### src/design/ess_pkg.sv
// Constants, types and register map of the EEPROM store sequencer
// How it works
// - An instruction byte of value N copies exactly N+1 register-map bytes.
// - Copy start address comes from the two list bytes after the instruction.
// - Instruction byte goes to the EEPROM first; pointer advances by one.
// - Two start-address bytes follow; pointer advances by two.
// - Counted register bytes follow; pointer advances by bytes copied.
// - Loop three divider entry defaults 0x33 at 0x0740, copying 52 bytes.
// - Loop filter entry defaults 0x17 at 0x0800.
// - Common control entry defaults 0x14 at 0x0a00, copying 21 bytes.
// - Channel 0 control entry defaults 0x04 at 0x0a20, copying five bytes.
package ess_pkg;
   // Register indices; the APB byte address is four times the index
   localparam logic [11:0] LOOP3_INSTR_IDX  = 12'he49;
   localparam logic [11:0] LOOP3_START_IDX  = 12'he4a;
   localparam logic [11:0] FILT_INSTR_IDX   = 12'he4c;
   localparam logic [11:0] FILT_START_IDX   = 12'he4d;
   localparam logic [11:0] COMMON_INSTR_IDX = 12'he4f;
   localparam logic [11:0] COMMON_START_IDX = 12'he50;
   localparam logic [11:0] CHAN0_INSTR_IDX  = 12'he52;
   localparam logic [11:0] CHAN0_START_IDX  = 12'he53;
   localparam logic [11:0] CTRL_IDX         = 12'he60;
   localparam logic [11:0] STAT_IDX         = 12'he61;
   // Reset values of the list
   localparam logic [7:0]  LOOP3_INSTR_RST  = 8'h33;
   localparam logic [15:0] LOOP3_START_RST  = 16'h0740;
   localparam logic [7:0]  FILT_INSTR_RST   = 8'h17;
   localparam logic [15:0] FILT_START_RST   = 16'h0800;
   localparam logic [7:0]  COMMON_INSTR_RST = 8'h14;
   localparam logic [15:0] COMMON_START_RST = 16'h0a00;
   localparam logic [7:0]  CHAN0_INSTR_RST  = 8'h04;
   localparam logic [15:0] CHAN0_START_RST  = 16'h0a20;
   // Entry tables, entry 0 in the low slice
   localparam int NUM_ENTRIES = 4;
   localparam logic [3:0][11:0] INSTR_IDX = {CHAN0_INSTR_IDX,
      COMMON_INSTR_IDX, FILT_INSTR_IDX, LOOP3_INSTR_IDX};
   localparam logic [3:0][11:0] START_IDX = {CHAN0_START_IDX,
      COMMON_START_IDX, FILT_START_IDX, LOOP3_START_IDX};
   localparam logic [3:0][7:0] INSTR_RST = {CHAN0_INSTR_RST,
      COMMON_INSTR_RST, FILT_INSTR_RST, LOOP3_INSTR_RST};
   localparam logic [3:0][15:0] START_RST = {CHAN0_START_RST,
      COMMON_START_RST, FILT_START_RST, LOOP3_START_RST};
   // Control and status fields
   localparam int CTRL_GO_BIT   = 0;
   localparam int CTRL_CLR_BIT  = 1;
   localparam int STAT_BUSY_BIT = 0;
   localparam int STAT_DONE_BIT = 1;
   localparam int STAT_PTR_LSB  = 16;
   localparam int FIFO_DEPTH    = 8;
   // Sequencer states, Gray from ESS_IDLE to ESS_NEXT; the steps back from ESS_NEXT are not
   typedef enum logic [2:0] {
      ESS_IDLE  = 3'h0,
      ESS_INSTR = 3'h1,
      ESS_HI    = 3'h3,
      ESS_LO    = 3'h2,
      ESS_COPY  = 3'h6,
      ESS_NEXT  = 3'h7
   } ess_state_e;
   // One byte bound for the EEPROM
   typedef struct packed {
      logic       last;
      logic [7:0] data;
   } ess_byte_s;
endpackage

### src/design/ess_sequencer.sv
// EEPROM store sequencer with APB registers and its output FIFO
`timescale 1ns/10ps
`default_nettype none

module ess_fifo #(
   parameter int W = 9,
   parameter int D = 8
) (
   input  wire logic         clk_in,
   input  wire logic         reset_in,
   input  wire logic         wr_valid_in,
   output logic             wr_ready_out,
   input  wire logic [W-1:0] wr_data_in,
   output logic             rd_valid_out,
   input  wire logic         rd_ready_in,
   output logic [W-1:0]     rd_data_out
);
   localparam int AW = $clog2(D);
   logic [W-1:0]      mem [D];
   logic [AW-1:0]     wr_ptr_reg;
   logic [AW-1:0]     rd_ptr_reg;
   logic [AW:0]       count_reg;
   wire               do_wr = wr_valid_in && wr_ready_out;
   wire               do_rd = rd_valid_out && rd_ready_in;

   // Full and empty come straight from the count; the count is one bit
   // wider than the pointers, so the full level must not be cut to AW bits
   assign wr_ready_out = (count_reg != (AW + 1)'(D));
   assign rd_valid_out = (count_reg != '0);
   assign rd_data_out  = mem[rd_ptr_reg];

   // Storage needs no reset; only valid words are ever read
   always_ff @(posedge clk_in) begin
      if (do_wr) begin
         mem[wr_ptr_reg] <= wr_data_in;
      end
   end

   // Pointers wrap at the depth, which need not be a power of two
   always_ff @(posedge clk_in) begin
      if (reset_in) begin
         wr_ptr_reg <= '0;
         rd_ptr_reg <= '0;
         count_reg  <= '0;
      end else begin
         if (do_wr) begin
            wr_ptr_reg <= (wr_ptr_reg == AW'(D - 1)) ? '0 : wr_ptr_reg + 1'b1;
         end
         if (do_rd) begin
            rd_ptr_reg <= (rd_ptr_reg == AW'(D - 1)) ? '0 : rd_ptr_reg + 1'b1;
         end
         count_reg <= count_reg + (AW + 1)'(do_wr) - (AW + 1)'(do_rd);
      end
   end
endmodule

module ess_sequencer
   import ess_pkg::*;
#(
   parameter int ADDR_W = 16,
   parameter int DEPTH  = FIFO_DEPTH
) (
   input  wire logic              clk_in,
   input  wire logic              reset_in,
   input  wire logic              psel_in,
   input  wire logic              penable_in,
   input  wire logic              pwrite_in,
   input  wire logic [ADDR_W-1:0] paddr_in,
   input  wire logic [31:0]       pwdata_in,
   output logic [31:0]            prdata_out,
   output logic                   pready_out,
   output logic                   pslverr_out,
   output logic [15:0]            map_addr_out,
   input  wire logic [7:0]        map_rdata_in,
   output logic                   ee_valid_out,
   input  wire logic              ee_ready_in,
   output logic [7:0]             ee_data_out,
   output logic                   ee_last_out,
   output logic [15:0]            ee_addr_out,
   output logic                   busy_out
);
   logic [NUM_ENTRIES-1:0][7:0]  instr_reg;
   logic [NUM_ENTRIES-1:0][15:0] start_reg;
   ess_state_e  state_reg;
   ess_state_e  state_next;
   logic [1:0]  idx_reg;
   logic [7:0]  cnt_reg;
   logic [15:0] map_addr_reg;
   logic [15:0] ptr_reg;
   logic        done_reg;
   logic [31:0] prdata_reg;
   logic [31:0] rd_mux;
   logic [NUM_ENTRIES-1:0] hit_instr;
   logic [NUM_ENTRIES-1:0] hit_start;
   ess_byte_s   push_word;
   ess_byte_s   pop_word;
   logic        push_ready;
   logic        pop_valid;

   // APB decode: one word per register index
   wire [11:0] reg_idx   = paddr_in[13:2];
   wire        access    = psel_in && penable_in;
   wire        apb_wr    = access && pwrite_in;
   wire        setup_rd  = psel_in && !penable_in && !pwrite_in;
   wire        hit_ctrl  = (reg_idx == CTRL_IDX);
   wire        hit_stat  = (reg_idx == STAT_IDX);
   wire        mapped    = (|hit_instr) || (|hit_start) || hit_ctrl
                           || hit_stat;
   wire        ctrl_wr   = apb_wr && hit_ctrl;
   wire        go        = ctrl_wr && pwdata_in[CTRL_GO_BIT] && !busy_out;
   wire        done_clr  = ctrl_wr && pwdata_in[CTRL_CLR_BIT];

   // Zero wait states; read data is caught in the setup cycle
   assign pready_out  = 1'b1;
   assign pslverr_out = access && !mapped;
   assign prdata_out  = prdata_reg;

   // Per-entry list registers, editable by software
   for (genvar g = 0; g < NUM_ENTRIES; g++) begin : g_ent
      assign hit_instr[g] = (reg_idx == INSTR_IDX[g]);
      assign hit_start[g] = (reg_idx == START_IDX[g]);
      always_ff @(posedge clk_in) begin
         if (reset_in) begin
            instr_reg[g] <= INSTR_RST[g];
            start_reg[g] <= START_RST[g];
         end else begin
            if (apb_wr && hit_instr[g]) begin
               instr_reg[g] <= pwdata_in[7:0];
            end
            if (apb_wr && hit_start[g]) begin
               start_reg[g] <= pwdata_in[15:0];
            end
         end
      end
   end

   // Read mux; unmapped and write-only words read as zero
   always_comb begin
      rd_mux = 32'h0;
      for (int i = 0; i < NUM_ENTRIES; i++) begin
         if (hit_instr[i]) begin
            rd_mux = {24'h0, instr_reg[i]};
         end
         if (hit_start[i]) begin
            rd_mux = {16'h0, start_reg[i]};
         end
      end
      if (hit_stat) begin
         rd_mux = {ptr_reg, 14'h0, done_reg, busy_out};
      end
   end

   always_ff @(posedge clk_in) begin
      if (reset_in) begin
         prdata_reg <= 32'h0;
      end else if (setup_rd) begin
         prdata_reg <= rd_mux;
      end
   end

   // Byte selection per phase: instruction, high, low, then map data
   wire in_list   = (state_reg == ESS_INSTR) || (state_reg == ESS_HI)
                    || (state_reg == ESS_LO);
   wire push_ok   = (in_list || state_reg == ESS_COPY) && push_ready;
   wire copy_end  = (state_reg == ESS_COPY) && push_ready
                    && (cnt_reg == 8'h0);
   wire last_ent  = (idx_reg == 2'(NUM_ENTRIES - 1));
   assign push_word.data =
      (state_reg == ESS_INSTR) ? instr_reg[idx_reg] :
      (state_reg == ESS_HI)    ? start_reg[idx_reg][15:8] :
      (state_reg == ESS_LO)    ? start_reg[idx_reg][7:0] :
                                 map_rdata_in;
   assign push_word.last = copy_end && last_ent;

   // Sequencer walks the list; back-pressure stalls every byte-pushing phase, ESS_IDLE and ESS_NEXT never wait on it
   always_comb begin
      state_next = state_reg;
      unique case (state_reg)
         ESS_IDLE:  if (go) state_next = ESS_INSTR;
         ESS_INSTR: if (push_ready) state_next = ESS_HI;
         ESS_HI:    if (push_ready) state_next = ESS_LO;
         ESS_LO:    if (push_ready) state_next = ESS_COPY;
         ESS_COPY:  if (copy_end) state_next = ESS_NEXT;
         ESS_NEXT:  state_next = last_ent ? ESS_IDLE : ESS_INSTR;
         default:   state_next = ESS_IDLE;
      endcase
   end

   always_ff @(posedge clk_in) begin
      if (reset_in) begin
         state_reg <= ESS_IDLE;
      end else begin
         state_reg <= state_next;
      end
   end

   // Entry index rises by one per entry
   always_ff @(posedge clk_in) begin
      if (reset_in || go) begin
         idx_reg <= 2'h0;
      end else if (state_reg == ESS_NEXT) begin
         idx_reg <= idx_reg + 2'h1;
      end
   end

   // Remaining count is N at the instruction byte, zero on the last copy
   always_ff @(posedge clk_in) begin
      if (reset_in) begin
         cnt_reg <= 8'h0;
      end else if (state_reg == ESS_INSTR && push_ready) begin
         cnt_reg <= instr_reg[idx_reg];
      end else if (state_reg == ESS_COPY && push_ready) begin
         cnt_reg <= cnt_reg - 8'h1;
      end
   end

   // Map address starts at the entry's start word
   always_ff @(posedge clk_in) begin
      if (reset_in) begin
         map_addr_reg <= 16'h0;
      end else if (state_reg == ESS_LO && push_ready) begin
         map_addr_reg <= start_reg[idx_reg];
      end else if (state_reg == ESS_COPY && push_ready) begin
         map_addr_reg <= map_addr_reg + 16'h1;
      end
   end
   assign map_addr_out = map_addr_reg;

   ess_fifo #(
      .W ($bits(ess_byte_s)),
      .D (DEPTH)
   ) u_fifo (
      .clk_in       (clk_in),
      .reset_in     (reset_in),
      .wr_valid_in  (in_list || state_reg == ESS_COPY),
      .wr_ready_out (push_ready),
      .wr_data_in   (push_word),
      .rd_valid_out (pop_valid),
      .rd_ready_in  (ee_ready_in),
      .rd_data_out  (pop_word)
   );

   wire pop = pop_valid && ee_ready_in;
   assign ee_valid_out = pop_valid;
   assign ee_data_out  = pop_word.data;
   assign ee_last_out  = pop_word.last;
   assign ee_addr_out  = ptr_reg;
   // Busy covers bytes still queued, so a new run never races the drain
   assign busy_out = (state_reg != ESS_IDLE) || pop_valid;

   // EEPROM pointer advances once per byte written
   always_ff @(posedge clk_in) begin
      if (reset_in || go) begin
         ptr_reg <= 16'h0;
      end else if (pop) begin
         ptr_reg <= ptr_reg + 16'h1;
      end
   end

   // Done is sticky; a finish in the clearing cycle wins
   wire done_set = (state_reg == ESS_NEXT) && last_ent;
   always_ff @(posedge clk_in) begin
      if (reset_in) begin
         done_reg <= 1'b0;
      end else begin
         done_reg <= done_set || (done_reg && !done_clr);
      end
   end

   // Checks next to the logic they guard
   a_instr_byte: assert property (@(posedge clk_in) disable iff (reset_in)
      state_reg == ESS_INSTR && push_ready
      |-> push_word.data == instr_reg[idx_reg] ##1 state_reg == ESS_HI)
      else $error("instruction byte not sent first");
   a_addr_high: assert property (@(posedge clk_in) disable iff (reset_in)
      state_reg == ESS_HI && push_ok
      |-> push_word.data == start_reg[idx_reg][15:8])
      else $error("start address high byte not sent first");
   a_addr_pair: assert property (@(posedge clk_in) disable iff (reset_in)
      state_reg == ESS_INSTR && push_ready
      ##1 (state_reg == ESS_HI && push_ready)
      |-> ##1 state_reg == ESS_LO
      && push_word.data == start_reg[idx_reg][7:0])
      else $error("start address bytes out of order");
   a_map_start: assert property (@(posedge clk_in) disable iff (reset_in)
      state_reg == ESS_COPY
      |-> map_addr_reg == start_reg[idx_reg]
          + {8'h00, 8'(instr_reg[idx_reg] - cnt_reg)})
      else $error("map address not start plus bytes copied");
   a_copy_len: assert property (@(posedge clk_in) disable iff (reset_in)
      copy_end |=> state_reg == ESS_NEXT
      && $past(map_addr_reg) == start_reg[idx_reg]
         + {8'h00, instr_reg[idx_reg]})
      else $error("copy length not count plus one");
   a_ptr_step: assert property (@(posedge clk_in) disable iff (reset_in)
      pop && !go |=> ptr_reg == $past(ptr_reg) + 16'h1)
      else $error("eeprom pointer did not advance");
   a_entry_order: assert property (@(posedge clk_in) disable iff (reset_in)
      state_reg == ESS_NEXT && !last_ent
      |=> state_reg == ESS_INSTR && idx_reg == $past(idx_reg) + 2'h1)
      else $error("entries not taken in ascending order");
   a_loop3_dflt: assert property (@(posedge clk_in)
      reset_in |=> instr_reg[0] == 8'h33 && start_reg[0] == 16'h0740)
      else $error("loop three entry default wrong");
   a_filt_dflt: assert property (@(posedge clk_in)
      reset_in |=> instr_reg[1] == 8'h17 && start_reg[1] == 16'h0800)
      else $error("loop filter entry default wrong");
   a_common_dflt: assert property (@(posedge clk_in)
      reset_in |=> instr_reg[2] == 8'h14 && start_reg[2] == 16'h0a00)
      else $error("common control entry default wrong");
   a_chan0_dflt: assert property (@(posedge clk_in)
      reset_in |=> instr_reg[3] == 8'h04 && start_reg[3] == 16'h0a20)
      else $error("channel 0 entry default wrong");
   a_done_wins: assert property (@(posedge clk_in) disable iff (reset_in)
      done_set |=> done_reg)
      else $error("done lost against clear");

   c_run_done: cover property (@(posedge clk_in) disable iff (reset_in)
      done_set);
   c_stall: cover property (@(posedge clk_in) disable iff (reset_in)
      state_reg == ESS_COPY && !push_ready);
   c_fifo_full_drain: cover property (@(posedge clk_in)
      disable iff (reset_in) !push_ready ##1 pop);
   c_bad_addr: cover property (@(posedge clk_in) disable iff (reset_in)
      pslverr_out);
endmodule

`default_nettype wire

### config.mk
export PLATFORM = sky130hd
export DESIGN_NAME = ess_sequencer
export DESIGN_NICKNAME = d
export VERILOG_FILES = /design/src/design/ess_pkg.sv /design/src/design/ess_sequencer.sv
export SDC_FILE = /design/constraint.sdc
export NUM_CORES = 1
export LEC_CHECK = 0
export BUFFER_PORTS_ARGS = -buffer_cell sky130_fd_sc_hd__buf_2
export CORE_MARGIN = 4
export CORE_UTILIZATION = 40
export CTS_CLUSTER_DIAMETER = 120
export CTS_CLUSTER_SIZE = 24
export DETAILED_ROUTE_END_ITERATION = 10
export PLACE_DENSITY_LB_ADDON = 0.3
export SYNTH_ARGS = -nofsm -noshare
export SYNTH_HDL_FRONTEND = slang
export SYNTH_SLANG_ARGS = --single-unit
### constraint.sdc
create_clock -name clk_in -period 6.3 [get_ports clk_in]
set_input_delay 0.315 -clock clk_in [delete_from_list [all_inputs] [get_ports clk_in]]
set_output_delay 0.315 -clock clk_in [all_outputs]
set_load 0.02 [all_outputs]
==> flow_summary.ini, run 1 <==
[run_status]
status = completed

[critical_path]
crit_path_top_delay_cell = nor2_1
worstSetupStartpoint = state_reg[1]
worst-path-max-fanout = 20
startpoint_type = flip-flop
cp_slowest_stage_delay_ps = 860
crit_buf_inv = 0
reg2reg_from = state_reg[1]
end_kind = flip-flop
worstPathRequired_ps = 6410
path_cells = nand2b_1, a21oi_1, nand2_1, nor2_1
crit_arrival_ps = 3270
worst-setup-path-type = flip-flop to flip-flop
cp_top_family = simple AND/OR/NAND/NOR gates

[placement]
portBuffers = 117
dp_hpwl_mm = 24.4
place.gp.congestion = 0.873
dp.cells = 1741

[power_and_ir_drop]
ir_drop_uv = 164
pwr-share-clk_pct = 25.1
combPwrFrac_pct = 23.5
p_sw_share_pct = 31.4
powerDensity_nw_per_um2 = 286
leakage_nw = 4.69
intPower_mw = 2.68
switching_power_mw = 1.23
sequentialPowerShare_pct = 51.4

[synth]
yosys_register_bits = 259
synth_cells = 1309
ys.flop_type = dfxtp_1
async_reset_ff_share_pct = 0
synth_edf_count = 72
synth_cell_types = 73
ys_warn_count = 0
ys_seq_area_share_pct = 47.5
syn_avg_cell_area_sq_um = 9.50
synth_area_sq_um = 12400
syn_nets = 1386

[min_path]
hold_class = input pin to flip-flop
min-delay-start = pwdata_in[8]

[cells_and_area]
final_common_cell = nand2_1
final_cell_mix = nand2_1, dfxtp_1, a21oi_1, buf_2, nor2_1
fin_cells = 1762
final_nets = 1438
area_delta_synth_final_pct = 9.63
largest_reg_flops = 72
antenna_cells = 0
drive_gt1_share_pct = 16.2

[timing]
clock_skew_ps = 23.4
slew_headroom_pct = 13.0
rsz0062_at_grt = false
min_period_ps = 3170
fmax_mhz = 316
timing.final.crit_share_pct = 50.3
fin_tns_setup_ps = 0
slew_violations = 0
finalSetupViolCount = 0
tightest_slew_ps = 1300
holdWs_ps = 81.0
hold_viol = 0

[clock_network]
htreeDepth = 1
clk-insertion-delay-late_ps = 500
root_buffer = clkbuf_16
numCtsBuffers = 14
path_clk_slew_ps = 100
ctsResizeCount = 0
cts_tree = done
cts_setup_buffers = 0
cts_buffer_depth = 3
cts_hold_buf = 0
cts_sinks = 259

[job]
max-cap-violations = 0

[global_route]
grt.total_usage_pct = 20.3
grt_antenna_before_repair = 1
grt_pass1_vias = 9506
grt_pass1_wl_mm = 54.9
grt_overflow_total = 0
grt_max_degree = 91

[die]
die_height_microns = 184
design.die.area_sq_um = 34000
fp-row-count = 64
ioPinCount = 139
initial_core_util_pct = 40.6
core_region_area_sq_um = 30600
die_w_microns = 184

[routing]
drt_iter0_drc = 870
drt_wl_total_mm = 35.5
firstDrtPassIters = 5
num_vias = 10180
postRouteAntennaNets = 0
wl_per_cell_microns = 20.2
drc = 0
viasPerCell = 5.78
[through the flow]
step	power, mW	instance area (sq um)	setup slack (ps)	util (%)
2_1_floorplan	2.68	12400	3640	-
3_3_place_gp	2.94	13200	3060	43.3
3_5_place_dp	2.96	13200	3040	43.3
4_1_cts	3.94	13600	3000	44.6
5_1_grt	4.12	13600	2810	44.6
6_report	3.90	13600	3130	44.6
[synthesized netlist by cell type (5+ instances only)]
master | count | area share, %
a211o_1 | 6 | 0.42
a211oi_1 | 27 | 1.6
a21oi_1 | 122 | 4.9
a221oi_1 | 10 | 0.70
a22oi_1 | 12 | 0.72
a2bb2oi_1 | 5 | 0.35
a32o_1 | 6 | 0.48
and2_1 | 9 | 0.45
and3_1 | 18 | 0.91
and4_1 | 10 | 0.70
buf_1 | 9 | 0.27
buf_2 | 16 | 0.64
clkbuf_1 | 61 | 1.8
dfxtp_1 | 187 | 30
edfxtp_1 | 72 | 17
ha_1 | 14 | 1.4
inv_1 | 19 | 0.57
mux2_2 | 13 | 1.2
mux2i_1 | 21 | 1.7
mux4_2 | 42 | 7.6
nand2_1 | 254 | 7.7
nand2b_1 | 13 | 0.65
nand3_1 | 24 | 0.97
nand3b_1 | 22 | 1.3
nand4_1 | 16 | 0.81
nor2_1 | 100 | 3.0
nor2b_1 | 16 | 0.81
nor3_1 | 21 | 0.85
nor3b_1 | 7 | 0.42
nor4_1 | 8 | 0.40
o21ai_0 | 48 | 1.9
o221ai_1 | 5 | 0.35
o22a_1 | 5 | 0.35
or3_1 | 5 | 0.25
xnor2_1 | 10 | 0.70
xor2_1 | 10 | 0.70
[worst reg2reg max path, cell delays in order (launching register included)]
cell and delay [ps]:
dfxtp_1 780, nand2b_1 300, a21oi_1 600, nand2_1 240, nor2_1 860
[layer usage]
metal | wire length, microns | track usage [%]
met5 | 7 | 0
met4 | 861 | 5.50
met3 | 2240 | 2.53
met2 | 17100 | 33.6
met1 | 15300 | 28.4
[power groups by stage]
stage | clock (mW) | sequential [mW] | combinational (mW)
after global routing | 1.07 | 2.02 | 1.02
after CTS | 1.01 | 2.00 | 0.926
after floorplan | 0 | 2.01 | 0.676
final | 0.979 | 2.01 | 0.917
after detailed placement | 0 | 2.04 | 0.921
after global placement | 0 | 2.04 | 0.898
[cell type report]
| cell class | instances | area, sq um |
|---|---|---|
| multi-input combinational | 938 | 6080 |
| timing repair buffer | 128 | 671 |
| sequential | 259 | 5910 |
| inverter | 20 | 75.1 |
| tap | 396 | 495 |
| clock inverter | 1 | 7.51 |
| fill | 2988 | 17000 |
| clock buffer | 20 | 394 |
[final timing paths]
kind / endpoint / slack [ps] / cells after the start
max: u_fifo.mem[7][5] / 3130 / 4
min: start_reg[56] / 80 / 3
max reg2reg: u_fifo.mem[7][5] / 3130 / 4
min reg2reg: prdata_out[26] / 460 / 2
[cells by family after synthesis]
kind of cell	Yosys count	synth area share [%]
AOI/OAI and AO/OA	279	14.0
muxes	76	10.5
adders and majority gates	15	1.57
buffers and inverters	112	3.78
DFF	259	47.5
xor gates and xnor gates	20	1.41
other	1	0.0302
and+or+nand+nor	547	21.3
(Power assumes the default switching activity.)
==> run 2, diff against run 1 <==
==> constraint.sdc (replaced) <==
create_clock -name clk_in -period 3.3 [get_ports clk_in]
set_input_delay 0.165 -clock clk_in [delete_from_list [all_inputs] [get_ports clk_in]]
set_output_delay 0.165 -clock clk_in [all_outputs]
set_load 0.02 [all_outputs]
==> run 2 against run 1 <==
Sequential share of layout area shrank 1.2 points; non-clock buffer count grew 44; worst hold slack lost 49 ps; critical path depth up 8.
==> flow_summary.ini, run 2 (synthesis results as in run 1) <==
[global_route]
grt_overflow_total = 0
grt_max_degree = 72
grt_antenna_before_repair = 0
grt_pass1_wl_mm = 57.7
grt.total_usage_pct = 21.5
grt_pass1_vias = 9916

[cells_and_area]
final_cell_mix = nand2_1, dfxtp_1, a21oi_1, buf_2, nor2_1
postLayoutCoreUtil_pct = 45.8
antenna_cells = 0
area_delta_synth_final_pct = 12.8
fill_cells = 2946
register_area_sq_um = 5910
final_nets = 1482
largest_reg_flops = 72
multiInputGateArea_sq_um = 6070
final_common_cell = nand2_1
fin_cells = 1806
drive_gt1_share_pct = 17.5

[clock_network]
root_buffer = clkbuf_16
cts_buffer_depth = 3
cts_tree = done
htreeDepth = 1
cts_hold_buf = 15
clk-insertion-delay-late_ps = 510
numCtsBuffers = 14
cts_sinks = 259
ctsResizeCount = 0
path_clk_slew_ps = 110
cts_setup_buffers = 0

[die]
ioPinCount = 139
core_region_area_sq_um = 30600
die_height_microns = 184
die_w_microns = 184
design.die.area_sq_um = 34000
fp-row-count = 64
initial_core_util_pct = 40.6

[timing]
fmax_mhz = 369
slew_headroom_pct = 18.4
min_period_ps = 2710
fin_tns_setup_ps = 0
hold_viol = 0
tightest_slew_ps = 1220
clock_skew_ps = 27.1
timing.final.crit_share_pct = 82.0
slew_violations = 0
holdWs_ps = 31.9
finalSetupViolCount = 0
rsz0062_at_grt = false

[critical_path]
cp_slowest_stage_delay_ps = 370
end_kind = flip-flop
crit_arrival_ps = 3070
worst-path-max-fanout = 8
startpoint_type = flip-flop
cp_top_family = adder cells
reg2reg_from = u_fifo.count_reg[2]
cp-endpoint = u_fifo.count_reg[2]
rrSetupSlack_ps = 590
worst-setup-path-type = flip-flop to flip-flop
reg2reg_to = u_fifo.count_reg[2]
path_depth = 12
crit_path_top_delay_cell = fa_1
worstPathRequired_ps = 3660
reg2reg_depth = 12
crit_buf_inv = 4
worstSetupStartpoint = u_fifo.count_reg[2]
path_cells = inv_1, ha_1, or3b_1, nand2_1, clkinv_1, ha_1, inv_1, ha_1, inv_1, fa_1, xor2_1, nor2_1

[placement]
dp.cells = 1770
place.gp.congestion = 0.878
dp_hpwl_mm = 25.4
portBuffers = 117

[power_and_ir_drop]
leakage_nw = 4.89
ir_drop_uv = 303
combPwrFrac_pct = 24.7
intPower_mw = 5.16
pwr-share-clk_pct = 25.0
switching_power_mw = 2.36
sequentialPowerShare_pct = 50.3
powerDensity_nw_per_um2 = 536
p_sw_share_pct = 31.4

[min_path]
hold_class = input pin to flip-flop
hold_depth = 3

[routing]
postRouteAntennaNets = 0
drt_iter0_drc = 984
wl_per_cell_microns = 20.5
viasPerCell = 5.77
drc = 0
firstDrtPassIters = 7
drt_wl_total_mm = 37.1
num_vias = 10428

[job]
max-cap-violations = 0

[run_status]
status = completed
-- run 2: cell count changes in the layout (fill, tap and decap cells not counted), sizes merged --
cell / delta
dlygate4sd3: +15
buf: +29
-- run 2: how the worst min path moves through the flow --
stage                   from       endpoint  slack [ps]
2_1_floorplan   pwdata_in[9]  start_reg[57]         290
3_3_place_gp   pwdata_in[10]  start_reg[10]         430
3_5_place_dp   pwdata_in[10]  start_reg[10]         430
4_1_cts         pwdata_in[2]  start_reg[50]           9
5_1_grt         pwdata_in[2]  start_reg[50]          30
6_report        pwdata_in[2]   start_reg[2]          30
-- run 2: layer usage --
metal,part of all wire (%),GRT usage (%),vias to the layer above
met5,0,0,-
met4,2.7,5.50,0
met3,7.6,3.65,72
met2,48,36.3,415
met1,42,28.8,5031
li1,-,-,4910
-- run 2: power by group through the flow --
| stage | Combinational [mW] | Sequential [mW] | Clock [mW] |
|---|---|---|---|
| floorplan | 1.29 | 3.83 | 0 |
| global placement | 1.81 | 3.84 | 0 |
| finish | 1.86 | 3.78 | 1.88 |
| detailed placement | 1.85 | 3.85 | 0 |
| CTS | 1.87 | 3.78 | 1.93 |
| global route | 2.06 | 3.81 | 2.04 |
-- run 2: final cells by class --
| type | count | area share (%) |
|---|---|---|
| flip-flops and latches | 259 | 42.1 |
| clock buffers | 20 | 2.81 |
| multi-input cells | 938 | 43.3 |
| well taps | 396 | 3.53 |
| inverters | 20 | 0.535 |
| clock inverters | 1 | 0.0535 |
| repair buffers | 172 | 7.67 |
-- run 2: stage by stage --
stage / cell area [sq um] / total power, mW / worst slack (ps)
after floorplan: 12400 / 5.12 / 643
after detailed placement: 13500 / 5.70 / 595
after global placement: 13500 / 5.65 / 637
after global routing: 14000 / 7.92 / 333
after CTS: 14000 / 7.58 / 567
final: 14000 / 7.52 / 592
-- run 2: worst reg2reg max path, stage by stage (launching register included) --
cell and delay, ps:
dfxtp_1 310, inv_1 90, ha_1 150, or3b_1 360
nand2_1 230, clkinv_1 270, ha_1 340, inv_1 50
ha_1 150, inv_1 50, fa_1 370, xor2_1 140
nor2_1 50
